`src/hw/ssrd_pkg.sv`:
```
// constants and types shared by the serial request decoder
package ssrd_pkg;

  // ****************************************
  // register map (word index on reg_addr)
  // ****************************************
  localparam logic [1:0]  REG_CTRL     = 2'h0;
  localparam logic [1:0]  REG_STATUS   = 2'h1;
  localparam logic [15:0] CTRL_RESET   = 16'h0000;
  localparam int          CTRL_LSB     = 0;
  localparam int          CTRL_WLAT    = 1;
  localparam int          CTRL_RLAT    = 4;
  localparam int          CTRL_SDIO_EN = 7;
  localparam int          CTRL_SDIO_PG = 8;
  localparam int          ST_ERR       = 0;
  localparam int          ST_BUSY      = 1;

  // ****************************************
  // request format
  // ****************************************
  localparam logic [1:0] OP_READ   = 2'h0;
  localparam logic [1:0] OP_WRITE  = 2'h1;
  localparam logic [1:0] OP_TABLE  = 2'h2;
  localparam logic [1:0] OP_RSVD   = 2'h3;
  localparam logic [5:0] SHORT_END = 6'd7;
  localparam logic [5:0] LONG_END  = 6'd31;
  localparam logic [2:0] TAB_LAST  = 3'd4;
  localparam int         TAB_ENTRIES = 8;
  localparam int         ADDR_W    = 24;
  localparam int         TLEN_W    = 9;
  localparam int         TAB_LEN_LO  = 1;
  localparam int         TAB_ADDR_LO = 10;

  // ****************************************
  // decoder states
  // ****************************************
  typedef enum logic [2:0] {
    S_HDR  = 3'b000,
    S_TAB  = 3'b001,
    S_LAT  = 3'b010,
    S_DATA = 3'b011,
    S_SINK = 3'b100
  } ssrd_state_t;

endpackage : ssrd_pkg

```
`src/hw/ssrd_top.sv`:
```
// serial slave request decoder: long and short headers, lookup table
//
// Notes on behaviour
// - msb-first: first header bit zero means long request
// - lsb-first: every request is long, short format unavailable
// - op code 00 read, 01 write, 10 table program, 11 reserved
// - long header bits 28:24 hold byte count including latency
// - low 24 long header bits are the start byte address
// - address steps by one per byte, held for the sdio target
// - long header shifts as one 32-bit unit in configured bit order
// - data bytes ascend by address; bit order only reverses within bytes
// - long request spends four header bytes plus latency before data
// - msb-first: first header bit one means short request
// - short requests share op codes; op 10 only legal there
// - short request carries table index into eight programmable entries
// - entry holds address 33:10, length 9:1, auto-increment bit 0
// - auto-increment adds length to entry address after each transfer
// - short op 10 takes next five bytes as entry contents
// - programming bytes arrive least significant byte first
// - upper six bits of fifth programming byte are dropped
// - table entries cannot be read back over the port
// - short requests allow long transfers beyond the long limit
// - short header is eight bits, decoded then looked up
// - one to eight programmable latency bytes before data
// - select release mid-transfer resets decoder for a new header
// - format error on long op 10, index above 7, or zero length
//
// Chosen here: the address map and the address-and-strobe port.
`timescale 1ns/10ps
module ssrd_top #(
  parameter int ENTRIES = ssrd_pkg::TAB_ENTRIES
) (
  input  wire logic        clk,
  input  wire logic        reset_n,
  input  wire logic        clk_en,
  input  wire logic        sck,
  input  wire logic        serial_select_n,
  input  wire logic        mosi,
  output logic             miso,
  input  wire logic [1:0]  reg_addr,
  input  wire logic [31:0] reg_wdata,
  input  wire logic        reg_write,
  input  wire logic        reg_read,
  output logic      [31:0] reg_rdata,
  output logic             mem_wr,
  output logic             mem_rd,
  output logic      [23:0] mem_addr,
  output logic      [7:0]  mem_wdata,
  input  wire logic [7:0]  mem_rdata,
  output logic             format_error
);

  // ****************************************
  // declarations
  // ****************************************
  logic [2:0]  sck_q;
  logic [1:0]  ss_q;
  logic [1:0]  mosi_q;
  logic        rise;
  logic        fall;
  logic        sel;
  logic        bit_in;
  logic [15:0] ctrl;
  logic        lsb_first;
  logic        status_err;
  ssrd_pkg::ssrd_state_t state;
  logic [31:0] hdr;
  logic [31:0] hdr_nx;
  logic [5:0]  hcnt;
  logic [2:0]  bitc;
  logic [7:0]  byte_sh;
  logic [7:0]  byte_nx;
  logic        byte_done;
  logic        is_write;
  logic        is_short;
  logic [2:0]  idx;
  logic [23:0] cur_addr;
  logic [23:0] addr_nx;
  logic        hold;
  logic [9:0]  remain;
  logic [3:0]  latn;
  logic [3:0]  latc;
  logic [39:0] tab_sh;
  logic [2:0]  tabc;
  logic        tab_load;
  logic        tab_bump;
  logic        rd_pend;
  logic [7:0]  tx_byte;
  logic [23:0] tab_addr [ENTRIES];
  logic [8:0]  tab_len  [ENTRIES];
  logic        tab_ai   [ENTRIES];
  logic        dec_short;
  logic        dec_now;
  logic [1:0]  dec_op;
  logic [3:0]  dec_id;
  logic [3:0]  dec_lat;
  logic [4:0]  long_len;
  logic [9:0]  dec_len;
  logic        dec_err;

  // ****************************************
  // pin synchronisers and clock edge finding
  // ****************************************
  // two flops per pin; sck gets a third stage for edge detection
  always_ff @(posedge clk or negedge reset_n) begin
    if (!reset_n) begin
      sck_q  <= 3'h0;
      ss_q   <= 2'h3;
      mosi_q <= 2'h0;
    end else if (clk_en) begin
      sck_q  <= {sck_q[1:0], sck};
      ss_q   <= {ss_q[0], serial_select_n};
      mosi_q <= {mosi_q[0], mosi};
    end
  end

  // data sampled on rising sck, driven out on falling sck
  assign rise   = sck_q[1] & ~sck_q[2];
  assign fall   = ~sck_q[1] & sck_q[2];
  assign sel    = ~ss_q[1];
  assign bit_in = mosi_q[1];

  // ****************************************
  // register port
  // ****************************************
  assign lsb_first = ctrl[ssrd_pkg::CTRL_LSB];

  // control word written by software
  always_ff @(posedge clk or negedge reset_n) begin
    if (!reset_n) begin
      ctrl <= ssrd_pkg::CTRL_RESET;
    end else if (clk_en && reg_write && reg_addr == ssrd_pkg::REG_CTRL) begin
      ctrl <= reg_wdata[15:0];
    end
  end

  // sticky error, write one to clear, a new error wins
  always_ff @(posedge clk or negedge reset_n) begin
    if (!reset_n) begin
      status_err <= 1'b0;
    end else if (clk_en) begin
      if (format_error) begin
        status_err <= 1'b1;
      end else if (reg_write && reg_addr == ssrd_pkg::REG_STATUS
                   && reg_wdata[ssrd_pkg::ST_ERR]) begin
        status_err <= 1'b0;
      end
    end
  end

  // read data the cycle after the strobe; table has no read path
  always_ff @(posedge clk or negedge reset_n) begin
    if (!reset_n) begin
      reg_rdata <= 32'h0;
    end else if (clk_en) begin
      reg_rdata <= 32'h0;
      if (reg_read) begin
        unique case (reg_addr)
          ssrd_pkg::REG_CTRL:   reg_rdata <= {16'h0, ctrl};
          ssrd_pkg::REG_STATUS: reg_rdata <= {27'h0, state,
                                              state != ssrd_pkg::S_HDR,
                                              status_err};
          default:              reg_rdata <= 32'h0;
        endcase
      end
    end
  end

  // ****************************************
  // shifting and header decode
  // ****************************************
  // header shifts whole in the configured order, bytes likewise
  always_comb begin
    hdr_nx  = lsb_first ? {bit_in, hdr[31:1]} : {hdr[30:0], bit_in};
    byte_nx = lsb_first ? {bit_in, byte_sh[7:1]} : {byte_sh[6:0], bit_in};
  end

  assign byte_done = rise && bitc == 3'h7;
  assign hold      = ctrl[ssrd_pkg::CTRL_SDIO_EN]
                     && cur_addr[23:16] == ctrl[ssrd_pkg::CTRL_SDIO_PG+:8];
  assign addr_nx   = hold ? cur_addr : cur_addr + 24'h1;

  // decode of a complete short or long header
  always_comb begin
    dec_short = !lsb_first && hcnt == ssrd_pkg::SHORT_END && hdr_nx[7];
    dec_now   = dec_short || hcnt == ssrd_pkg::LONG_END;
    dec_op    = dec_short ? hdr_nx[6:5] : hdr_nx[30:29];
    dec_id    = hdr_nx[3:0];
    dec_lat   = {1'b0, ctrl[((dec_op == ssrd_pkg::OP_WRITE) ? ssrd_pkg::CTRL_WLAT
                             : ssrd_pkg::CTRL_RLAT)+:3]} + 4'h1;
    long_len  = hdr_nx[28:24];
    dec_len   = 10'h0;
    if (dec_short) begin
      dec_len = {1'b0, tab_len[dec_id[2:0]]};
    end else if (long_len > {1'b0, dec_lat}) begin
      dec_len = {5'h0, long_len - {1'b0, dec_lat}};
    end
    if (dec_short) begin
      dec_err = dec_id[3] || (dec_op != ssrd_pkg::OP_TABLE
                && tab_len[dec_id[2:0]] == 9'h0);
    end else begin
      dec_err = dec_op == ssrd_pkg::OP_TABLE || long_len == 5'h0;
    end
  end

  // ****************************************
  // request sequencer
  // ****************************************
  always_ff @(posedge clk or negedge reset_n) begin
    if (!reset_n) begin
      state        <= ssrd_pkg::S_HDR;
      hdr          <= 32'h0;
      hcnt         <= 6'h0;
      bitc         <= 3'h0;
      byte_sh      <= 8'h0;
      is_write     <= 1'b0;
      is_short     <= 1'b0;
      idx          <= 3'h0;
      cur_addr     <= 24'h0;
      remain       <= 10'h0;
      latn         <= 4'h1;
      latc         <= 4'h0;
      tab_sh       <= 40'h0;
      tabc         <= 3'h0;
      mem_wr       <= 1'b0;
      mem_rd       <= 1'b0;
      mem_addr     <= 24'h0;
      mem_wdata    <= 8'h0;
      format_error <= 1'b0;
      tab_load     <= 1'b0;
      tab_bump     <= 1'b0;
    end else if (clk_en) begin
      mem_wr       <= 1'b0;
      mem_rd       <= 1'b0;
      format_error <= 1'b0;
      tab_load     <= 1'b0;
      tab_bump     <= 1'b0;
      if (!sel) begin
        // release aborts whatever is in flight
        state <= ssrd_pkg::S_HDR;
        hcnt  <= 6'h0;
        bitc  <= 3'h0;
      end else if (rise) begin
        bitc    <= bitc + 3'h1;
        byte_sh <= byte_nx;
        unique case (state)
          ssrd_pkg::S_HDR: begin
            hdr  <= hdr_nx;
            hcnt <= hcnt + 6'h1;
            bitc <= 3'h0;
            if (dec_now) begin
              is_short <= dec_short;
              idx      <= dec_id[2:0];
              if (dec_err) begin
                state        <= ssrd_pkg::S_SINK;
                format_error <= 1'b1;
              end else if (dec_op == ssrd_pkg::OP_RSVD) begin
                state <= ssrd_pkg::S_SINK;
              end else if (dec_op == ssrd_pkg::OP_TABLE) begin
                state <= ssrd_pkg::S_TAB;
                tabc  <= 3'h0;
              end else begin
                state    <= ssrd_pkg::S_LAT;
                is_write <= dec_op == ssrd_pkg::OP_WRITE;
                cur_addr <= dec_short ? tab_addr[dec_id[2:0]]
                                      : hdr_nx[23:0];
                remain   <= dec_len;
                latn     <= dec_lat;
                latc     <= 4'h0;
              end
            end
            if (!dec_now && !lsb_first && hcnt == ssrd_pkg::SHORT_END) begin
              is_short <= 1'b0;
            end
          end
          ssrd_pkg::S_LAT: begin
            if (byte_done) begin
              latc <= latc + 4'h1;
              if (latc == latn - 4'h1) begin
                if (remain == 10'h0) begin
                  state <= ssrd_pkg::S_SINK;
                end else begin
                  state    <= ssrd_pkg::S_DATA;
                  mem_rd   <= !is_write;
                  mem_addr <= cur_addr;
                end
              end
            end
          end
          ssrd_pkg::S_DATA: begin
            if (byte_done) begin
              cur_addr <= addr_nx;
              remain   <= remain - 10'h1;
              if (is_write) begin
                mem_wr    <= 1'b1;
                mem_wdata <= byte_nx;
                mem_addr  <= cur_addr;
              end
              if (remain == 10'h1) begin
                state    <= ssrd_pkg::S_SINK;
                tab_bump <= is_short && tab_ai[idx];
              end else if (!is_write) begin
                mem_rd   <= 1'b1;
                mem_addr <= addr_nx;
              end
            end
          end
          ssrd_pkg::S_TAB: begin
            if (byte_done) begin
              tab_sh <= {byte_nx, tab_sh[39:8]};
              tabc   <= tabc + 3'h1;
              if (tabc == ssrd_pkg::TAB_LAST) begin
                state    <= ssrd_pkg::S_SINK;
                tab_load <= 1'b1;
              end
            end
          end
          ssrd_pkg::S_SINK: begin
            bitc <= 3'h0;
          end
        endcase
      end
    end
  end

  // ****************************************
  // lookup table, one entry per generate step
  // ****************************************
  for (genvar g = 0; g < ENTRIES; g++) begin : g_entry
    always_ff @(posedge clk or negedge reset_n) begin
      if (!reset_n) begin
        tab_addr[g] <= 24'h0;
        tab_len[g]  <= 9'h0;
        tab_ai[g]   <= 1'b0;
      end else if (clk_en) begin
        if (tab_load && idx == 3'(g)) begin
          tab_addr[g] <= tab_sh[33:ssrd_pkg::TAB_ADDR_LO];
          tab_len[g]  <= tab_sh[9:ssrd_pkg::TAB_LEN_LO];
          tab_ai[g]   <= tab_sh[0];
        end else if (tab_bump && idx == 3'(g)) begin
          tab_addr[g] <= tab_addr[g] + {15'h0, tab_len[g]};
        end
      end
    end
  end

  // ****************************************
  // read data serialiser
  // ****************************************
  // memory answers one cycle after mem_rd; bits leave on falling sck
  always_ff @(posedge clk or negedge reset_n) begin
    if (!reset_n) begin
      rd_pend <= 1'b0;
      tx_byte <= 8'h0;
      miso    <= 1'b0;
    end else if (clk_en) begin
      rd_pend <= mem_rd;
      if (rd_pend) begin
        tx_byte <= mem_rdata;
      end
      if (!sel || state != ssrd_pkg::S_DATA || is_write) begin
        miso <= 1'b0;
      end else if (fall) begin
        miso <= lsb_first ? tx_byte[bitc] : tx_byte[3'h7 - bitc];
      end
    end
  end

  // ****************************************
  // checks
  // ****************************************
  property p_desel;
    @(posedge clk) disable iff (!reset_n || !clk_en)
    !sel |=> state == ssrd_pkg::S_HDR && hcnt == 6'h0;
  endproperty
  a_desel: assert property (p_desel) else $error("no reset on release");

  property p_lsb_long;
    @(posedge clk) disable iff (!reset_n || !clk_en)
    (state == ssrd_pkg::S_HDR && sel && rise && lsb_first
     && hcnt == ssrd_pkg::SHORT_END) |=> state == ssrd_pkg::S_HDR;
  endproperty
  a_lsb_long: assert property (p_lsb_long) else $error("short in lsb mode");

  property p_short;
    @(posedge clk) disable iff (!reset_n || !clk_en)
    (state == ssrd_pkg::S_HDR && sel && rise && dec_short)
    |=> state != ssrd_pkg::S_HDR && is_short;
  endproperty
  a_short: assert property (p_short) else $error("short header missed");

  property p_long;
    @(posedge clk) disable iff (!reset_n || !clk_en)
    (state == ssrd_pkg::S_HDR && sel && rise && !lsb_first
     && hcnt == ssrd_pkg::SHORT_END && !hdr_nx[7])
    |=> state == ssrd_pkg::S_HDR && hcnt == 6'd8;
  endproperty
  a_long: assert property (p_long) else $error("long header cut short");

  property p_op10;
    @(posedge clk) disable iff (!reset_n || !clk_en)
    (state == ssrd_pkg::S_HDR && sel && rise && hcnt == ssrd_pkg::LONG_END
     && hdr_nx[30:29] == ssrd_pkg::OP_TABLE)
    |=> format_error ##1 status_err;
  endproperty
  a_op10: assert property (p_op10) else $error("long op 10 accepted");

  property p_inc;
    @(posedge clk) disable iff (!reset_n || !clk_en)
    (sel && state == ssrd_pkg::S_DATA && byte_done && !hold)
    |=> cur_addr == $past(cur_addr) + 24'h1;
  endproperty
  a_inc: assert property (p_inc) else $error("address did not step");

  property p_tab;
    @(posedge clk) disable iff (!reset_n || !clk_en)
    tab_load |=> tab_addr[idx] == $past(tab_sh[33:10])
                 && tab_len[idx] == $past(tab_sh[9:1]);
  endproperty
  a_tab: assert property (p_tab) else $error("entry load wrong");

  property p_bump;
    @(posedge clk) disable iff (!reset_n || !clk_en)
    tab_bump |=> tab_addr[idx] == $past(tab_addr[idx])
                 + {15'h0, $past(tab_len[idx])};
  endproperty
  a_bump: assert property (p_bump) else $error("auto-increment wrong");

  property p_sink;
    @(posedge clk) disable iff (!reset_n || !clk_en)
    (state == ssrd_pkg::S_SINK && $past(state) == ssrd_pkg::S_SINK)
    |-> !mem_wr && !mem_rd && !miso;
  endproperty
  a_sink: assert property (p_sink) else $error("access after end");

  c_short_rd: cover property (@(posedge clk) is_short && mem_rd);
  c_long_wr:  cover property (@(posedge clk) !is_short && mem_wr);
  c_tab:      cover property (@(posedge clk) tab_load);
  c_err:      cover property (@(posedge clk) format_error);

endmodule : ssrd_top

```
`config.mk`:
```
export PLATFORM = sky130hd
export DESIGN_NAME = ssrd_top
export DESIGN_NICKNAME = d
export VERILOG_FILES = /design/src/hw/ssrd_pkg.sv /design/src/hw/ssrd_top.sv
export SDC_FILE = /design/constraint.sdc
export NUM_CORES = 1
export LEC_CHECK = 0
export ABC_AREA = 1
export BUFFER_PORTS_ARGS = -buffer_cell sky130_fd_sc_hd__buf_4
export CORE_MARGIN = 4
export CORE_UTILIZATION = 63
export DETAILED_ROUTE_END_ITERATION = 7
export GPL_TIMING_DRIVEN = 0
export PLACE_DENSITY = 0.79
export SETUP_SLACK_MARGIN = 0.4
export SLEW_MARGIN = 5
export SYNTH_ARGS = -nofsm -noshare
export SYNTH_HDL_FRONTEND = slang
export SYNTH_SLANG_ARGS = --single-unit
```
`constraint.sdc`:
```
create_clock -name clk -period 3.55 [get_ports clk]
set_clock_uncertainty 0.2 [all_clocks]
set_input_delay 0.71 -clock clk [delete_from_list [all_inputs] [get_ports clk]]
set_output_delay 0.71 -clock clk [all_outputs]
set_load 0.03 [all_outputs]
```
After elaboration in Yosys (flattened, before gate mapping). Index checks and enable logic that the tools add are counted.

Flip-flop bits (word level): 517. Input port bits: 50. Output and inout bits: 68. Logic and storage cells: 352.

$add $sub $neg: 18. Order comparisons: 5. Eq/ne operators: 41. Shifts and indexed selects: 1. Muxes and demuxes: 128. Bitwise operators: 10. Reductions and logical operators: 95.

Operators by type and width (number): $mux W24 (32); $add A24 B9 Y24 (8); $pmux W24 S2 (2); $bmux W24 S3 (1); $mux W32 (2); $mux W3 (21); $mux W10 (5); $mux W1 (40); $reduce_and A2 Y1 (20); $reduce_bool A2 Y1 (17); $pmux W16 S2 (1); $logic_and A1 B1 Y1 (28); $bmux W9 S3 (1); $mux W9 (3); $reduce_and A9 Y1 (3); $add A24 B1 Y24 const B (1); $ne A2 B2 Y1 const B (11); $eq A3 B3 Y1 const B (7); $ne A3 B3 Y1 const B (7); $mux W4 (5); $pmux W10 S2 (1); $mux W6 (3); $reduce_and A8 Y1 (2); $shiftx A16 B4 Y3 (1); 47 further kinds (76).

Logic depth before layout (Yosys ltp).
Depth after elaboration: 16. Gate-level depth with buffers: 24. Gate-level depth less buffers: 24.

Least setup slack after synthesis. OpenSTA, ideal clock, no wires.

Path kind: register to register. Start point: reg ctrl[0]. End point: reg remain[4]. Library setup time: 0.116 ns. Arrival: 2.863 ns. Data required time: 3.234 ns. Setup slack: 0.371 ns. Stages on the path, launching flop included: 24. Buffers on the path: 1. Period minus slack after synthesis: 3.179 ns. Cells stage by stage: dfrtp_1 -> inv_4 -> buf_4 -> nand3_1 -> nor2_1 -> nand3_1 -> nand2_2 -> nand2_2 -> o21ai_0 -> inv_1 -> ha_1 -> inv_1 -> ha_1 -> a21o_1 -> nand2_1 -> nand2_1 -> nand2_1 -> nand2_1 -> nand2_1 -> nand2_1 -> nand2_1 -> nor2_1 -> nand2_1 -> nand2_1.

Word-level cells in the longest chain between the ends: 16. Elaborated cells on any way between the ends: 37. Classes of those cells: add/sub (2); order compare (1); eq/ne (8); shift (1); mux (14); bitwise (1); reduce/logical (10).

Ends and longest elaborated chain: start, declared (line ssrd_top.sv:63) `logic [15:0] ctrl;`; start signal, assigned (line ssrd_top.sv:131) `ctrl <= ssrd_pkg::CTRL_RESET;`; start signal, assigned (line ssrd_top.sv:133) `ctrl <= reg_wdata[15:0];`; $logic_not A1 Y1 (line ssrd_top.sv:185) `dec_short = !lsb_first && hcnt == ssrd_pkg::SHORT_END && hdr_nx[7];`; $logic_and A1 B1 Y1 (2 in series) (line ssrd_top.sv:185); $mux W2 (line ssrd_top.sv:187) `dec_op = dec_short ? hdr_nx[6:5] : hdr_nx[30:29];`; $eq A2 B1 Y1 (line ssrd_top.sv:189) `dec_lat = {1'b0, ctrl[((dec_op == ssrd_pkg::OP_WRITE) ? ssrd_pkg::CTRL_WLAT`; $mux W3 (line ssrd_top.sv:189); $shiftx A16 B4 Y3 (*) (line ssrd_top.sv:189); $add A3 B1 Y4 (*) (line ssrd_top.sv:190) `: ssrd_pkg::CTRL_RLAT)+:3]} + 4'h1;`; via dec_lat[0] (line ssrd_top.sv:96) `logic [3:0] dec_lat;`; $sub A5 B4 Y5 / $gt A5 B4 Y1 (equally long branches) (line ssrd_top.sv:196, ssrd_top.sv:195); $mux W5 (*) (line ssrd_top.sv:195) `end else if (long_len > {1'b0, dec_lat}) begin`; $mux W9 (*) (line ssrd_top.sv:193) `if (dec_short) begin`; $mux W10 (*) (line ssrd_top.sv:259) `end else if (dec_op == ssrd_pkg::OP_TABLE) begin`; $mux W10 (*) (line ssrd_top.sv:257) `end else if (dec_op == ssrd_pkg::OP_RSVD) begin`; $mux W10 (*) (line ssrd_top.sv:254) `if (dec_err) begin`; $mux W10 (*) (line ssrd_top.sv:251) `if (dec_now) begin`; $pmux W10 S2 (*) (line ssrd_top.sv:246) `unique case (state)`; end signal, assigned (line ssrd_top.sv:267) `remain <= dec_len;`; end signal, assigned (line ssrd_top.sv:293) `remain <= remain - 10'h1;`; end, declared (line ssrd_top.sv:80) `logic [9:0] remain;`.

The timed path passes the listed nets; every way through them passes the cells marked *. The select of a mux whose other input is x is not followed. A chain may end at the register's enable or synchronous reset.

Worst setup path after layout.
Start point: reg hcnt[1]. End point: reg cur_addr[22].

Word-level cells in the longest chain between the ends: 10. Elaborated cells on any way between the ends: 24. Classes of those cells: eq/ne (9); mux (8); reduce/logical (7).

Ends and longest elaborated chain: start, declared (line ssrd_top.sv:69) `logic [5:0] hcnt;`; start signal, assigned (line ssrd_top.sv:249) `hcnt <= hcnt + 6'h1;`; $eq A6 B3 Y1 (line ssrd_top.sv:185); $logic_and A1 B1 Y1 (2 in series) (line ssrd_top.sv:185); $mux W2 (line ssrd_top.sv:187); $ne A2 B2 Y1 (line ssrd_top.sv:199) `dec_err = dec_id[3] || (dec_op != ssrd_pkg::OP_TABLE`; $logic_and A1 B1 Y1 (line ssrd_top.sv:200) `&& tab_len[dec_id[2:0]] == 9'h0);`; $logic_or A1 B1 Y1 (line ssrd_top.sv:199); $mux W1 (line ssrd_top.sv:198) `if (dec_short) begin`; $ne A2 B2 Y1 (no line); $reduce_and A9 Y1 (no line); end signal, assigned (line ssrd_top.sv:265) `cur_addr <= dec_short ? tab_addr[dec_id[2:0]]`; end signal, assigned (line ssrd_top.sv:292) `cur_addr <= addr_nx;`; end, declared (line ssrd_top.sv:77) `logic [23:0] cur_addr;`.

Parallel ways exist; a longest one is shown, timed or not. The select of a mux whose other input is x is not followed.

==> flow_summary.ini <==
[cts]
cts_sinks = 501
max-clock-path-buffers = 3
clkSlewWorstSetupHoldPaths_ns = 0.06
cts_max_level = 2
clk_latency_ns = 0.65
cts_root_buffer = clkbuf_16
cts_inserted_buffers = 55
tritoncts = done

[yosys]
synth_cell_types = 57
yosys_warnings = 0
synth_edf_count = 0
syn-instance-count = 4172
synth_ff_type = dfrtp_1
synthArstFlopShare = 1.000
ys_ff_latch = 501
seq_area_frac_synth = 0.4050
syn_avg_cell_area_um2 = 7.421
syn_area_um2 = 30960

[layout]
area_delta_synth_final_pct = 15.58
drive_gt1_frac = 0.1042
final_common_cell = nand2_1
layout.nets = 4535
layout_common_cells = nand2_1, o21ai_0, dfrtp_1
fin_util = 0.7433
fill_cells = 3850

[pwr]
cellLeakagePower_nw = 17.37
power.total_w = 0.01938
max-vdd-ir-drop_uv = 471.3
p_per_area_nw_per_um2 = 541.5

[min_path]
min_path_type = input port to register
hp-start = mosi

[worst_setup_path]
max_stage_delay_ns = 0.50
r2r_slack_ns = 0.34
cp_slowest_cell = a21oi_1
critPathMaxFanout = 10
crit_type = register to register
crit_chain = ha_2 > nand2_1 > nor2_4 > nand3_4 > buf_4 > buf_4 > clkbuf_2 > buf_1 > a21oi_1 > o211ai_1 > nand2_1 > o22ai_1
worstPathRequired_ns = 3.86
critPathCaptureType = register
timing.critical_path.from = hcnt[1]
worstPathArrival_ns = 3.52
worstSetupStartpointType = register
r2r_start = hcnt[1]

[global_routing]
antenna_found_initial = 1
grt-ovfl-total = 0
grt_max_degree = 102
grt_pass1_vias = 29260
grt_pass1_wl_um = 175600
track_usage = 0.4319

[routing]
drtIter0Drc = 4836
avgRoutedWirePerCell_um = 23.18
wl_um = 118000
antenna_left = 0
dr_total_vias = 32140
first_pass_iters = 6
drc = 0
viasPerCell = 6.314

[placement]
preCtsSetupSlack_ns = -0.4694
portBuffers = 84
hpwl_um = 87110
globalplace.congestion = 1.042

[timing]
worstMarginPinSlew_ns = 1.036
min_period_ns = 3.213
setup_ws_ns = 0.3373
drv_slew = 0
fmax_ghz = 0.3113
period_share = 0.9050
hold_viol = 0
tns_ns = 0
slew_headroom = 0.3069
rsz0062_at_grt = yes
finalSetupViolCount = 0

[floorplan]
ios = 118
start_util = 0.6431
die_x_um = 229.7
fp.dieH_um = 229.7
core_um2 = 48150
rows = 80
dieArea_um2 = 52760

[run_status]
status = completed

[run]
cap_violations = 0
==> Yosys cell counts (7+ instances only) <==
cell / count / area (µm²)
a31oi_1: 11 / 68.82
clkbuf_1: 155 / 581.8
o31ai_1: 13 / 97.59
nor3_1: 69 / 345.3
nand4_1: 26 / 162.7
nand3_1: 180 / 900.9
buf_4: 19 / 142.6
a21o_1: 9 / 67.56
nor2_1: 275 / 1032
inv_1: 489 / 1836
o22ai_1: 17 / 106.4
buf_1: 7 / 26.28
nand2_1: 986 / 3701
a21oi_1: 176 / 880.8
o21ai_0: 615 / 3078
ha_1: 86 / 1076
dfrtp_1: 498 / 12460
o221ai_1: 11 / 96.34
nor4_1: 12 / 75.07
xor2_1: 138 / 1209
o2111ai_1: 11 / 96.34
o211ai_1: 192 / 1441
buf_2: 19 / 95.09
mux2_2: 10 / 112.6
nand3b_1: 10 / 75.07
xnor2_1: 34 / 297.8
o21ai_1: 19 / 95.09
fa_1: 9 / 180.2
==> routing by layer <==
layer	share of wire	GRT usage	vias up
met2	0.40	0.5993	2278
met3	0.15	0.1347	413
met4	0.054	0.1913	0
li1	-	-	14300
met1	0.39	0.6237	15140
met5	0	0	-
==> worst paths after layout <==
path                                endpoint  cells after the start
worst max-delay path            cur_addr[22]                     12
worst min-delay path               mosi_q[0]                      3
worst max register to register  cur_addr[22]                     12
worst min register to register       ss_q[0]                      2
max in group asynchronous            ss_q[1]                      5
min in group asynchronous       tab_addr[62]                      2
==> power by group <==
| group | switching, W | internal [W] |
|---|---|---|
| Clock | 0.00255 | 0.00353 |
| Combinational | 0.00441 | 0.00201 |
| Sequential | 0.000587 | 0.00629 |
| Total | 0.00755 | 0.0118 |
==> through the flow <==
| step | hold slack (ns) | cell area [µm²] | instances |
|---|---|---|---|
| floorplan | 0.2144 | 31020 | 4187 |
| global placement | 0.2512 | 32470 | 4927 |
| detailed placement | 0.2629 | 32620 | 4932 |
| CTS | 0.06184 | 35010 | 5054 |
| global route | 0.07079 | 35780 | 5089 |
| finish | 0.07174 | 35790 | 5090 |
==> kinds of logic (layout without fill, tap and decap cells) <==
group / after synthesis / in the layout / synth area share
other cells: 1 / 17 / 0.0001211
mux: 10 / 10 / 0.003637
fa+ha+maj: 95 / 95 / 0.04057
compound gates: 1114 / 1114 / 0.2056
buf+inv: 702 / 948 / 0.08898
flops: 501 / 501 / 0.4050
simple gates: 1577 / 1577 / 0.2073
xor+xnor: 172 / 172 / 0.04865
==> cell type report <==
cell class | count | area [µm²] | area share
flip-flops and latches | 501 | 12540 | 0.3505
plain buffers | 203 | 1023 | 0.02860
well taps | 656 | 820.8 | 0.02294
multi-input cells | 2984 | 16390 | 0.4580
clock inverters | 23 | 306.5 | 0.008566
inverters | 499 | 1896 | 0.05297
diodes | 1 | 2.502 | 0.00006993
repair buffers | 146 | 1236 | 0.03454
clock buffers | 77 | 1569 | 0.04384
==> repair_timing <==
action	CTS	global route
pin swaps	11	56
gates resized for setup	115	181
endpoints found under the setup margin	86	153
buffers inserted	21	34
hold endpoints to repair	50	0
hold buffers	1	0
gates cloned	0	1
==> worst max-delay path, delay by kind of cell (launching register included) <==
kind / cells / cell delay [ns]
buf+inv: 4 / 0.84
compound gates: 3 / 0.87
flops: 1 / 0.39
simple gates: 4 / 0.55
fa+ha+maj: 1 / 0.21
==> state kept, by name (all words and copies together), names as in the netlist, 4 cells and up <==
signal     flops
byte_sh        8
ctrl          16
cur_addr      24
hcnt           6
hdr           32
latc           4
latn           4
mem_addr      24
mem_wdata      8
reg_rdata     16
remain        10
tab_addr     192
tab_ai         8
tab_len       72
tab_sh        40
tx_byte        8
Power figures use the tool's default switching activity.
